File: config.mk
export PLATFORM = sky130hd
export DESIGN_NAME = cmf_ctrl
export DESIGN_NICKNAME = d
export VERILOG_FILES = /design/src/verilog/cmf_pkg.sv /design/src/verilog/cmf_ctrl.sv /design/src/verilog/cmf_sync.sv /design/src/verilog/cmf_timer.sv
export SDC_FILE = /design/constraint.sdc
export NUM_CORES = 1
export LEC_CHECK = 0
export ABC_AREA = 0
export ABC_CLOCK_PERIOD_IN_PS = 2680
export BUFFER_PORTS_ARGS = -buffer_cell sky130_fd_sc_hd__buf_2
export CORE_MARGIN = 4
export CORE_UTILIZATION = 60
export CTS_CLUSTER_SIZE = 16
export DETAILED_ROUTE_END_ITERATION = 7
export PLACE_DENSITY = 0.81
export SETUP_SLACK_MARGIN = 0.3
export SYNTH_ARGS = -nofsm -noshare
export SYNTH_HDL_FRONTEND = slang
export SYNTH_HIERARCHICAL = 1
export SYNTH_SLANG_ARGS = --single-unit
File: constraint.sdc
create_clock -name REF_CLK_IN -period 2.68 [get_ports REF_CLK_IN]
set_input_delay 0.402 -clock REF_CLK_IN [delete_from_list [all_inputs] [get_ports REF_CLK_IN]]
set_output_delay 0.402 -clock REF_CLK_IN [all_outputs]
set_load 0.02 [all_outputs]
File: src/verilog/cmf_pkg.sv
package cmf_pkg;

    // Clock rate in kHz
    localparam int unsigned CLK_KHZ          = 50000;
    // Overload qualification time in ms
    localparam int unsigned OVLD_MS          = 30;
    // Overload qualification in cycles
    localparam int unsigned OVLD_CYC         = OVLD_MS * CLK_KHZ;
    // Fault pulse width in us
    localparam int unsigned PULSE_US         = 128;
    // Fault pulse width in cycles
    localparam int unsigned PULSE_CYC        = (PULSE_US * CLK_KHZ) / 1000;
    // Coarse supervision time in s
    localparam int unsigned SUPV_S           = 32;
    // Coarse supervision time in cycles (computed in 64 bits)
    localparam longint unsigned SUPV_CYC     = 64'(SUPV_S) * 64'(CLK_KHZ) * 64'd1000;
    // Enabled edges before a pin change shows at the synchroniser output
    localparam int unsigned SYNC_LAT         = 4;

    // Register offsets
    localparam logic [3:0] ADDR_CTRL         = 4'h0;
    localparam logic [3:0] ADDR_FAULT        = 4'h1;
    localparam logic [3:0] ADDR_MASK         = 4'h2;
    localparam logic [3:0] ADDR_STATE        = 4'h3;

    // Control field positions
    localparam int unsigned CTRL_BOOST       = 0;
    localparam int unsigned CTRL_HIZ         = 1;
    localparam int unsigned CTRL_CHG_DIS     = 2;

    // Fault field positions
    localparam int unsigned FLT_BUS_OV       = 0;
    localparam int unsigned FLT_OVLD         = 1;
    localparam int unsigned FLT_BAT          = 2;
    localparam int unsigned FLT_CHG          = 3;
    localparam int unsigned FLT_W            = 4;

    // Reset values
    localparam logic [7:0] CTRL_RST          = 8'h00;
    localparam logic [7:0] MASK_RST          = 8'h00;

    // Comparator inputs from the analog section
    typedef struct packed {
        logic bus_ov;
        logic overload;
        logic bat_over;
        logic bat_below_min;
        logic bat_below_low;
        logic bat_below_short;
        logic bus_below_uvlo;
        logic bus_below_min;
        logic chg_fault;
    } cmf_comp_type;

    // Power-stage enables
    typedef struct packed {
        logic buck_en;
        logic boost_en;
        logic short_src_en;
        logic pass_sw_en;
        logic pass_sw_limit;
    } cmf_power_type;

    // Operating modes
    typedef enum logic [2:0] {
        ST_PWR_DOWN  = 3'b000,
        ST_CHG_CFG   = 3'b001,
        ST_SHORT     = 3'b010,
        ST_PWM_CHG   = 3'b011,
        ST_HIZ       = 3'b100,
        ST_BOOST     = 3'b101
    } cmf_state_type;

endpackage : cmf_pkg

File: src/verilog/cmf_ctrl.sv
// Function
// Bus overvoltage in boost: stop, clear, flag, pulse
// Boost restarts only by rewrite or OTG_REQUEST_PIN
// Overload limits current; fault after 30 ms
// Overload fault stops boost until cleared
// Battery out of range in boost: stop, flag
// Battery recovery needs rewrite or OTG_REQUEST_PIN
// Status pin released; boost fault gives 128 us pulse
// High-impedance bit set, OTG_REQUEST_PIN inactive: high-impedance
// Coarse 32 s timer while battery low in high-impedance
// Coarse expiry enters 32-minute mode, timer stops
// 32-minute mode: bus below lockout forces high-impedance
// Charge configure when bus low, disabled, faulted
// Battery below short threshold selects short state
// Battery above short threshold selects PWM charge
// Latched faults clear only by reset or host
// Power-down when bus and battery low; reset after
// Comparator inputs synchronised before use
module cmf_ctrl (
    input  wire logic                  REF_CLK_IN,       // 50 MHz clock
    input  wire logic                  RST_B_IN,         // Async reset, active low
    input  wire logic                  CE_IN,            // Clock enable
    input  wire logic [3:0]            ADDR_IN,          // Register address
    input  wire logic [7:0]            WDATA_IN,         // Write data
    input  wire logic                  WR_IN,            // Write strobe
    input  wire logic                  RD_IN,            // Read strobe
    output logic      [7:0]            RDATA_OUT,        // Read data, cycle after strobe
    input  wire logic                  OTG_REQUEST_PIN_IN, // OTG_REQUEST_PIN pin, asynchronous
    input  wire cmf_pkg::cmf_comp_type COMP_IN,          // Analog comparators
    output cmf_pkg::cmf_power_type     POWER_OUT,        // Power-stage enables
    output logic                       STAT_O_OUT,       // Status pin data (always low)
    output logic                       STAT_OE_B_OUT,    // Status pin enable, low drives
    output logic                       IRQ_OUT,          // Interrupt, level
    output logic                       LONG_MODE_OUT,    // 32-minute mode flag
    output logic                       POR_REQ_OUT       // Power-on reset request pulse
);
    // Synchronised inputs
    cmf_pkg::cmf_comp_type comp;      // Comparators in clock domain
    logic                  otg_request_pin;       // OTG_REQUEST_PIN request in clock domain

    // Register state
    logic [7:0]                    ctrl_q, ctrl_d;     // Control register
    logic [cmf_pkg::FLT_W-1:0]     fault_q, fault_d;   // Sticky fault status
    logic [cmf_pkg::FLT_W-1:0]     mask_q, mask_d;     // Interrupt mask
    logic [7:0]                    rdata_d;            // Next read data

    // Mode state
    cmf_pkg::cmf_state_type        state_q, state_d;   // Operating mode
    logic                          long_q, long_d;     // 32-minute mode
    logic                          por_d;              // Reset request on power-down exit
    cmf_pkg::cmf_power_type        power_d;            // Next power enables
    logic                          irq_d;              // Next interrupt
    logic [cmf_pkg::SYNC_LAT-1:0]  warm_q, warm_d;     // Synchroniser fill after reset
    logic                          sync_ok;            // Comparator levels are real

    // Pulse state
    logic [15:0]                   pulse_q, pulse_d;   // Pulse countdown
    logic                          stat_oe_b_d;        // Next status enable

    // Events
    logic [cmf_pkg::FLT_W-1:0]     evt;                // Fault events this cycle
    logic                          ovld_done;          // Overload qualified
    logic                          supv_done;          // Coarse timer expired
    logic                          supv_run;           // Coarse timer enable
    logic                          boost_req;          // Boost requested
    logic                          hiz_req;            // High-impedance requested

    // Comparator synchroniser
    cmf_sync #(.W($bits(cmf_pkg::cmf_comp_type)+1)) u_sync (
        .clk_in   (REF_CLK_IN),
        .rst_b_in (RST_B_IN),
        .ce_in    (CE_IN),
        .d_in     ({COMP_IN, OTG_REQUEST_PIN_IN}),
        .q_out    ({comp, otg_request_pin})
    );

    // Overload qualification, only counted in boost
    cmf_timer #(.CW(36), .LIMIT(36'(cmf_pkg::OVLD_CYC))) u_ovld (
        .clk_in   (REF_CLK_IN),
        .rst_b_in (RST_B_IN),
        .ce_in    (CE_IN),
        .run_in   (comp.overload && state_q == cmf_pkg::ST_BOOST),
        .done_out (ovld_done)
    );

    // Coarse supervision: high-impedance, battery low, not yet long mode
    assign supv_run = (state_q == cmf_pkg::ST_HIZ) && comp.bat_below_low && !long_q;
    cmf_timer #(.CW(36), .LIMIT(36'(cmf_pkg::SUPV_CYC))) u_supv (
        .clk_in   (REF_CLK_IN),
        .rst_b_in (RST_B_IN),
        .ce_in    (CE_IN),
        .run_in   (supv_run),
        .done_out (supv_done)
    );

    // Requests from register and pin; OTG_REQUEST_PIN keeps boost requested after faults
    assign boost_req = ctrl_q[cmf_pkg::CTRL_BOOST] || otg_request_pin;
    assign sync_ok   = warm_q[cmf_pkg::SYNC_LAT-1];
    assign hiz_req   = ctrl_q[cmf_pkg::CTRL_HIZ] && !otg_request_pin;

    // Boost and charge fault events
    always_comb begin
        evt = '0;
        if (state_q == cmf_pkg::ST_BOOST) begin
            evt[cmf_pkg::FLT_BUS_OV] = comp.bus_ov;
            evt[cmf_pkg::FLT_OVLD]   = ovld_done;
            evt[cmf_pkg::FLT_BAT]    = comp.bat_over || comp.bat_below_min;
        end
        if (state_q == cmf_pkg::ST_SHORT || state_q == cmf_pkg::ST_PWM_CHG) begin
            evt[cmf_pkg::FLT_CHG] = comp.chg_fault;
        end
    end

    // Register file next state
    always_comb begin
        ctrl_d  = ctrl_q;
        mask_d  = mask_q;
        fault_d = fault_q;
        rdata_d = 8'h00;
        if (WR_IN) begin
            unique case (ADDR_IN)
                cmf_pkg::ADDR_CTRL:  ctrl_d  = WDATA_IN;
                cmf_pkg::ADDR_MASK:  mask_d  = WDATA_IN[cmf_pkg::FLT_W-1:0];
                // Write one to clear; only host or reset clears faults
                cmf_pkg::ADDR_FAULT: fault_d = fault_q & ~WDATA_IN[cmf_pkg::FLT_W-1:0];
                default: ;
            endcase
        end
        // Any boost fault drops the request bit, drop beats write
        if (|evt[cmf_pkg::FLT_BAT:cmf_pkg::FLT_BUS_OV]) begin
            ctrl_d[cmf_pkg::CTRL_BOOST] = 1'b0;
        end
        fault_d = fault_d | evt;    // Set wins over clear
        if (RD_IN) begin
            unique case (ADDR_IN)
                cmf_pkg::ADDR_CTRL:  rdata_d = ctrl_q;
                cmf_pkg::ADDR_FAULT: rdata_d = 8'(fault_q);
                cmf_pkg::ADDR_MASK:  rdata_d = 8'(mask_q);
                cmf_pkg::ADDR_STATE: rdata_d = {4'h0, long_q, state_q};
                default:             rdata_d = 8'h00;
            endcase
        end
    end

    // Mode selection and power enables
    always_comb begin
        state_d = state_q;
        long_d  = long_q | supv_done;
        por_d   = 1'b0;
        power_d = '0;
        warm_d  = {warm_q[cmf_pkg::SYNC_LAT-2:0], 1'b1};
        // Synchronisers read zero after reset; without this hold a false exit
        // from power-down would raise a spurious reset request
        if (!sync_ok || (comp.bus_below_uvlo && comp.bat_below_short)) begin
            state_d = cmf_pkg::ST_PWR_DOWN;
        end else if (hiz_req || (long_q && comp.bus_below_uvlo)) begin
            state_d = cmf_pkg::ST_HIZ;
        end else if (boost_req && !ctrl_q[cmf_pkg::CTRL_HIZ] && !fault_q[cmf_pkg::FLT_OVLD]
                     && !comp.bat_below_min && !(|evt)) begin
            state_d = cmf_pkg::ST_BOOST;
        end else if (comp.bus_below_uvlo) begin
            state_d = cmf_pkg::ST_HIZ;
        end else if (comp.bus_below_min || ctrl_q[cmf_pkg::CTRL_CHG_DIS] || fault_q[cmf_pkg::FLT_CHG]
                     || evt[cmf_pkg::FLT_CHG] || boost_req) begin
            state_d = cmf_pkg::ST_CHG_CFG;
        end else if (comp.bat_below_short) begin
            state_d = cmf_pkg::ST_SHORT;
        end else begin
            state_d = cmf_pkg::ST_PWM_CHG;
        end
        // Leaving power-down restarts the chip
        if (state_q == cmf_pkg::ST_PWR_DOWN && state_d != cmf_pkg::ST_PWR_DOWN) begin
            por_d = 1'b1;
        end
        unique case (state_d)
            cmf_pkg::ST_SHORT: begin
                power_d.short_src_en = 1'b1;
                power_d.pass_sw_en   = 1'b1;
            end
            cmf_pkg::ST_PWM_CHG: begin
                power_d.buck_en    = 1'b1;
                power_d.pass_sw_en = 1'b1;
            end
            cmf_pkg::ST_BOOST: begin
                power_d.boost_en      = 1'b1;
                power_d.pass_sw_en    = 1'b1;
                power_d.pass_sw_limit = comp.overload;
            end
            cmf_pkg::ST_CHG_CFG: power_d.pass_sw_en = 1'b1;
            default: ;      // Power-down and high-impedance: all off
        endcase
    end

    // Status pin pulse: released unless a boost fault just occurred
    always_comb begin
        pulse_d = pulse_q;
        if (|evt[cmf_pkg::FLT_BAT:cmf_pkg::FLT_BUS_OV]) begin
            pulse_d = 16'(cmf_pkg::PULSE_CYC);
        end else if (pulse_q != 16'h0000) begin
            pulse_d = pulse_q - 16'h0001;
        end
        stat_oe_b_d = (pulse_d == 16'h0000);
        irq_d       = |(fault_d & mask_d);
    end

    // Register all state
    always_ff @(posedge REF_CLK_IN or negedge RST_B_IN) begin
        if (!RST_B_IN) begin
            ctrl_q        <= cmf_pkg::CTRL_RST;
            fault_q       <= '0;
            mask_q        <= cmf_pkg::MASK_RST[cmf_pkg::FLT_W-1:0];
            state_q       <= cmf_pkg::ST_PWR_DOWN;
            long_q        <= 1'b0;
            warm_q        <= '0;
            pulse_q       <= 16'h0000;
            RDATA_OUT     <= 8'h00;
            POWER_OUT     <= '0;
            STAT_O_OUT    <= 1'b0;
            STAT_OE_B_OUT <= 1'b1;
            IRQ_OUT       <= 1'b0;
            LONG_MODE_OUT <= 1'b0;
            POR_REQ_OUT   <= 1'b0;
        end else if (CE_IN) begin
            ctrl_q        <= ctrl_d;
            fault_q       <= fault_d;
            mask_q        <= mask_d;
            state_q       <= state_d;
            long_q        <= long_d;
            warm_q        <= warm_d;
            pulse_q       <= pulse_d;
            RDATA_OUT     <= rdata_d;
            POWER_OUT     <= power_d;
            STAT_O_OUT    <= 1'b0;
            STAT_OE_B_OUT <= stat_oe_b_d;
            IRQ_OUT       <= irq_d;
            LONG_MODE_OUT <= long_d;
            POR_REQ_OUT   <= por_d;
        end
    end

    // Checks
    bus_ov_clear_a: assert property (@(posedge REF_CLK_IN) disable iff (!RST_B_IN)
        CE_IN && state_q == cmf_pkg::ST_BOOST && comp.bus_ov |=> !ctrl_q[cmf_pkg::CTRL_BOOST]
        && fault_q[cmf_pkg::FLT_BUS_OV]) else $error("bus overvoltage not handled");
    ovld_block_a: assert property (@(posedge REF_CLK_IN) disable iff (!RST_B_IN)
        fault_q[cmf_pkg::FLT_OVLD] |-> state_q != cmf_pkg::ST_BOOST) else $error("boost with overload fault");
    bat_fault_a: assert property (@(posedge REF_CLK_IN) disable iff (!RST_B_IN)
        CE_IN && state_q == cmf_pkg::ST_BOOST && comp.bat_below_min |=> fault_q[cmf_pkg::FLT_BAT])
        else $error("battery fault not flagged");
    stat_pulse_a: assert property (@(posedge REF_CLK_IN) disable iff (!RST_B_IN)
        CE_IN && (|evt[cmf_pkg::FLT_BAT:cmf_pkg::FLT_BUS_OV]) |=> !STAT_OE_B_OUT)
        else $error("no status pulse");
    hiz_entry_a: assert property (@(posedge REF_CLK_IN) disable iff (!RST_B_IN)
        CE_IN && sync_ok && hiz_req && !(comp.bus_below_uvlo && comp.bat_below_short)
        |=> state_q == cmf_pkg::ST_HIZ)
        else $error("high impedance not entered");
    long_stop_a: assert property (@(posedge REF_CLK_IN) disable iff (!RST_B_IN)
        long_q && $past(long_q) |-> !supv_done) else $error("coarse timer running in long mode");
    fault_hold_a: assert property (@(posedge REF_CLK_IN) disable iff (!RST_B_IN)
        fault_q[cmf_pkg::FLT_OVLD] && !(WR_IN && ADDR_IN == cmf_pkg::ADDR_FAULT) |=> fault_q[cmf_pkg::FLT_OVLD])
        else $error("fault cleared without host");
    por_exit_a: assert property (@(posedge REF_CLK_IN) disable iff (!RST_B_IN)
        CE_IN && state_q == cmf_pkg::ST_PWR_DOWN && state_d != cmf_pkg::ST_PWR_DOWN |=> POR_REQ_OUT)
        else $error("no reset on power-down exit");

endmodule : cmf_ctrl

File: src/verilog/cmf_sync.sv
// Three-stage synchroniser; output changes when stages two and three agree
module cmf_sync #(
    parameter int unsigned W = 1
) (
    input  wire logic         clk_in,
    input  wire logic         rst_b_in,
    input  wire logic         ce_in,
    input  wire logic [W-1:0] d_in,
    output logic      [W-1:0] q_out
);
    logic [W-1:0] s1_q;   // Metastability stage, read by s2 only
    logic [W-1:0] s2_q;   // Second stage
    logic [W-1:0] s3_q;   // Third stage
    logic [W-1:0] o_d;    // Next filtered value

    // Filter: accept a bit only once two stages agree
    generate
        for (genvar i = 0; i < W; i++) begin : g_bit
            always_comb begin
                o_d[i] = (s2_q[i] == s3_q[i]) ? s2_q[i] : q_out[i];
            end
        end
    endgenerate

    // Register the chain
    always_ff @(posedge clk_in or negedge rst_b_in) begin
        if (!rst_b_in) begin
            s1_q  <= '0;
            s2_q  <= '0;
            s3_q  <= '0;
            q_out <= '0;
        end else if (ce_in) begin
            s1_q  <= d_in;
            s2_q  <= s1_q;
            s3_q  <= s2_q;
            q_out <= o_d;
        end
    end
endmodule : cmf_sync

File: src/verilog/cmf_timer.sv
// Saturating qualify timer: done once run has held for LIMIT cycles
module cmf_timer #(
    parameter int unsigned     CW    = 36,
    parameter logic [CW-1:0]   LIMIT = '1
) (
    input  wire logic clk_in,
    input  wire logic rst_b_in,
    input  wire logic ce_in,
    input  wire logic run_in,
    output logic      done_out
);
    logic [CW-1:0] cnt_q;   // Elapsed cycles
    logic [CW-1:0] cnt_d;   // Next count
    logic          done_d;  // Next done

    // Count while running, restart when run drops
    always_comb begin
        cnt_d  = cnt_q;
        done_d = 1'b0;
        if (!run_in) begin
            cnt_d = '0;
        end else if (cnt_q >= LIMIT - 1'b1) begin
            done_d = 1'b1;
        end else begin
            cnt_d = cnt_q + 1'b1;
        end
    end

    // Register count and done
    always_ff @(posedge clk_in or negedge rst_b_in) begin
        if (!rst_b_in) begin
            cnt_q    <= '0;
            done_out <= 1'b0;
        end else if (ce_in) begin
            cnt_q    <= cnt_d;
            done_out <= done_d;
        end
    end
endmodule : cmf_timer
* Yosys cells after proc, flatten, opt, wreduce, memory -nomap -nowiden
Index checks and enable logic that the tools add are counted.
Storage, ports and cells: memories 0, output and inout port bits 18, latch bits 0, ROM bits 0, memory bits (writable) 0, logic and storage cells 152, input bits 27, flip-flop bits (word level) 170
Cells by class: reductions and logical operators 52, multipliers 0, magnitude comparators 2, muxes and demuxes 33, div/mod/pow operators 0, bitwise gates (word level) 5, $add $sub $neg 3, shifts and indexed selects 0, eq/ne operators 23
Operators with widths (number):
- $mux W36 | 4
- $add A36 B1 Y36 const B | 2
- $ge A36 B21 Y1 const B | 1
- $ge A36 B31 Y1 const B | 1
- $mux W16 | 2
- $pmux W8 S4 | 1
- $reduce_and A2 Y1 | 12
- $logic_not A16 Y1 | 1
- $mux W4 | 4
- $reduce_bool A16 Y1 | 1
- $sub A16 B1 Y16 const B | 1
- $mux W1 | 15
- $mux W3 | 5
- $eq A3 B2 Y1 const B | 4
- $reduce_or A4 Y1 | 3
- $logic_and A1 B1 Y1 | 11
- $eq A1 B1 Y1 | 10
- $eq A3 B3 Y1 const B | 3
- $logic_or A1 B1 Y1 | 9
- $and A4 B4 Y4 | 2
- $eq A4 B2 Y1 const B | 2
- $mux W8 | 1
- $logic_not A1 Y1 | 7
- $reduce_and A3 Y1 | 2
- 12 further kinds | 14

* Longest topological paths before layout
depth in word-level cells 13, gate-level depth with buffers 9, gate-level depth less buffers 8

* Modules after synthesis
The synthesis kept the hierarchy.
By module, submodules not included:
- cmf_ctrl | instances 1, cells each 311, area each 3078.0 sq um, seq. area each 1402.6 sq um
- cmf_timer at u_supv | instances 1, cells each 248, area each 2303.5 sq um, seq. area each 925.9 sq um
- cmf_timer at u_ovld | instances 1, cells each 195, area each 1893.1 sq um, seq. area each 925.9 sq um
- cmf_sync | instances 1, cells each 112, area each 1617.8 sq um, seq. area each 1001.0 sq um

* Least setup slack after synthesis
No wires, ideal clock.
path kind register to register, start register long_q, end register u_supv.cnt_q[13], buffers on the path 1, path slack 483 ps, cell stages (with the launch flop) 7, library setup time 81 ps, data arrival time 2115 ps, clock period less this slack 2197 ps, data required time 2599 ps, cells stage by stage dfrtp_1 > nor4_1 > nand2_1 > nor3_2 > clkbuf_1 > a31oi_1 > a31oi_2
Between the ends: word-level cells in the longest chain between the ends 4, elaborated cells between the ends (all ways) 5, those cells by class eq/ne (1); mux (1); reduce/logical (3)
Ends and longest elaborated chain:
- start: declaration | RTL line cmf_ctrl.sv:49 | logic long_q, long_d;
- start signal: assignment | RTL line cmf_ctrl.sv:228 | long_q <= long_d;
- $logic_not A1 Y1 (*) | RTL line cmf_ctrl.sv:87 | assign supv_run = (state_q == cmf_pkg::ST_HIZ) && comp.bat_below_low && !long_q;
- $logic_and A1 B1 Y1 (*) | RTL line cmf_ctrl.sv:87
- net supv_run | RTL line cmf_ctrl.sv:64 | logic supv_run;
- $ne A2 B2 Y1 (no source line)
- $reduce_and A2 Y1 (no source line)
- end signal: assignment | RTL line cmf_timer.sv:35 | cnt_q <= cnt_d;
- end: declaration | RTL line cmf_timer.sv:12 | logic [CW-1:0] cnt_q;
Mark *: on every way through the listed nets, which the timed path passes. The rest lies on a longest branch. A chain may end at the register's enable or synchronous reset.

* Final worst setup path
start register u_supv.cnt_q[1], end register u_supv.cnt_q[29]
Between the ends: word-level cells in the longest chain between the ends 3, elaborated cells between the ends (all ways) 6, those cells by class add/sub (1); order compare (1); eq/ne (1); mux (2); reduce/logical (1)
Ends and longest elaborated chain (RTL line):
- $add A36 B1 Y36 / $ge A36 B31 Y1 (equally long branches) | cmf_timer.sv:25, cmf_timer.sv:22
- $mux W36 / $ne A2 B2 Y1 (equally long branches)
- $mux W36 / $reduce_and A2 Y1 (equally long branches)
Several ways; a longest one is shown, not always the timed one. The select of a mux whose other input is x is not followed.

==> impl_metrics.toml <==
[run_status]
status = "completed"

[critical_path]
crit_path_end = "u_supv/cnt_q[29]"
startpoint_type = "flip-flop"
r2r_cells = 7
cp_max_fo = 16
worst-path-stages = 7
cpLargestDelayFamily = "compound AO/OA/AOI/OAI gates"
worstSetupPathType = "reg -> reg"
r2r_setup_slack_ns = 0.43
startpoint = "u_supv/cnt_q[1]"
cpPeakStageDelay_ns = 0.42
required_ns = 2.99
crit_arrival_ns = 2.56
slowest_stage = "a2111o_1"
timing.rr.end = "u_supv/cnt_q[29]"
critPathCaptureType = "flip-flop"
regToRegStartpoint = "u_supv/cnt_q[1]"
crit_buf_inv = 1
path_cells = "ha_1 -> and3_4 -> nand4_4 -> a2111o_1 -> buf_4 -> and4_1 -> a221o_1"

[synth]
yosysWarnings = 6
synthArstFlopShare_pct = 100
syn_nets = 897
avgSynthCellArea_um2 = 10.3
synth_area_leader_cell = "dfrtp_1"
synth_seq_cells = 170
synthDistinctLibCells = 86
ys.flop_type = "dfrtp_1"
synthCells = 866
seq_area_frac_synth_pct = 47.9
synth_area_um2 = 8890
synthTopCellsByArea = "dfrtp_1 48%, mux2_2 5.3%, nand2_1 3.7%"
synth_edf_count = 0
synth_top_area_share_pct = 47.6

[drt]
wl_per_cell_um = 18.2
dr.pass1.iters = 6
drtAntennaViolNets = 0
drtIter0Drc = 665
vias = 7149
vias_per_cell = 6.45
drc = 0
finalWirelength_um = 20100

[clocking]
clkTransAtPathRegs_ns = 0.06
clockBufferDepth = 2
clkLatencyLatePin_ns = 0.43
cts_root_buf = "clkbuf_16"
cts_tree = "built"
cts_buffers = 17
ctsHtreeMaxLevel = 4
cts.sinks = 170

[floorplan]
row_count = 44
pin_count = 45
dieArea_um2 = 16800
start_util_pct = 61.2
core_um2 = 14500
dieWidth_um = 130
die_height_um = 130

[sta]
period_share_pct = 83.9
tns_ns = 0
hold_viol = 0
worst_pin_slew_ns = 0.665
skew_ns = 0.00656
setup_violations = 0
max_freq_ghz = 0.444
finalCriticalPeriod_ns = 2.25
rsz0062_at_grt = "false"
final_max_slew_viol_count = 0
slew_headroom_pct = 55.6
setup_slack_ns = 0.430

[min_path]
hold_depth = 2
min_path_type = "in -> reg"

[global_routing]
grt_pass1_wl_um = 34000
grt_pass1_vias = 6888
antenna_found_initial = 0
grt_usage_pct = 25.2
grt_remaining_overflow = 0
grt_max_degree = 60

[job]
cap_violations = 0

[place]
gp_congestion = 0.929
post_dp_cell_area_um2 = 9290
numPortBuffers = 43
post-dp-hpwl_um = 13600
detailedPlace.worstSlack_ns = 0.381

[power]
p_per_area_nw_per_um2 = 738
p_total_mw = 7.38
p_leak_nw = 4.35
ir_drop_mv = 0.512

[cells_and_area]
antennaDiodeCount = 0
drive_above_1_share_pct = 20.3
nNetsFinal = 944
stdcell_area_um2 = 10000
syn2layout_area_growth_pct = 12.4
postLayoutCoreUtil_pct = 68.8
synthesized netlist by cell type, types with 4 or more instances:
master and count:
and4_1 11, a21oi_1 21, and2_1 21, and3_1 19, o311ai_0 5, a211o_1 7, a41oi_1 8, dfrtp_1 169
o211ai_1 7, o21ai_1 8, buf_2 7, o21ai_0 38, nor4_1 10, or2_2 4, mux2i_1 6, inv_1 24
mux2_2 42, nor2_1 43, a22o_1 15, nand3_1 35, or4_1 6, nor4_2 5, buf_6 10, nand2_1 88
nor2b_1 9, a21o_1 10, nand2b_1 26, o21a_1 4, a31oi_1 36, nor3_1 21, nand4_1 17, ha_1 4
a31oi_2 4, or3_1 5, o2bb2ai_1 8, clkbuf_1 24, o31ai_1 14, mux4_2 4
flip-flops by register name (all words and copies together), names as in the netlist, 3 cells and up:
signal        flops
mask_q            4
u_sync/s1_q      10
POWER_OUT         5
u_sync/s3_q      10
fault_q           4
RDATA_OUT         8
u_supv/cnt_q     36
u_sync/q_out     10
warm_q            4
u_ovld/cnt_q     36
pulse_q          16
u_sync/s2_q      10
ctrl_q            8
state_q           3
area by class of cell:
class                      instances  area, um^2
clock inverter                     9         163
timing repair buffer              73         477
inverter                          25        93.8
sequential                       170        4260
multi-input combinational        626        4320
fill                            1066        4540
clock buffer                      21         460
tap                              184         230
cells by family after synthesis:
logic type | Yosys count | share of synthesized area (%)
multiplexers | 52 | 7.01
other | 1 | 0.0422
flip-flops | 170 | 47.9
XOR/XNOR | 6 | 0.591
AO/OA/AOI/OAI | 213 | 17.8
buffers and inverters | 70 | 4.04
AND/OR/NAND/NOR | 350 | 22.1
adder cells (fa/ha/maj) | 4 | 0.563
stage by stage:
step           instances  hold slack [ns]
2_1_floorplan        866            0.106
3_3_place_gp        1072            0.407
3_5_place_dp        1072            0.406
4_1_cts             1103            0.189
5_1_grt             1108            0.192
6_report            1108            0.204
metal layers:
layer	track usage, %	up-vias	wire, um
met2	38.5	261	9500
met4	9.66	0	454
met1	35.4	3506	8950
met5	0	-	0
li1	-	3337	-
met3	5.69	45	1240
worst register-to-register path, delay by kind of cell (launching register included):
kind                       cells  cell delay [ns]
AOI/OAI and AO/OA              2             0.70
adders and majority gates      1             0.22
buffers and inverters          1             0.21
DFF                            1             0.40
and+or+nand+nor                3             0.60
worst min path at each step:
stage	startpoint	to	slack, ns
3_3_place_gp	RST_B_IN	u_sync/s1_q[8]	0.41
6_report	COMP_IN[0]	u_sync/s1_q[1]	0.20
2_1_floorplan	RST_B_IN	IRQ_OUT	0.11
4_1_cts	COMP_IN[6]	u_sync/s1_q[7]	0.19
5_1_grt	COMP_IN[6]	u_sync/s1_q[7]	0.19
3_5_place_dp	RST_B_IN	u_sync/s1_q[8]	0.41
where the power goes:
group	internal (mW)	switching, mW
Combinational	0.635	0.800
Clock	1.61	0.989
Sequential	2.90	0.439
cell usage in the layout (no fill, tap or decap), types with 26 or more instances in the layout:
cell      instances
dfrtp_1         169
nand2_1          88
nor2_1           43
mux2_2           42
buf_2            41
o21ai_0          38
a31oi_1          36
nand3_1          35
buf_4            28
nand2b_1         26
repair_timing:
item                                    in CTS  in global routing
endpoints found under the setup margin       0                 28
hold endpoints to repair                    55                  0
setup buffers                                0                  5
resized for setup                            0                  8
hold buffers                                 1                  0
Power figures use the tool's default switching activity.
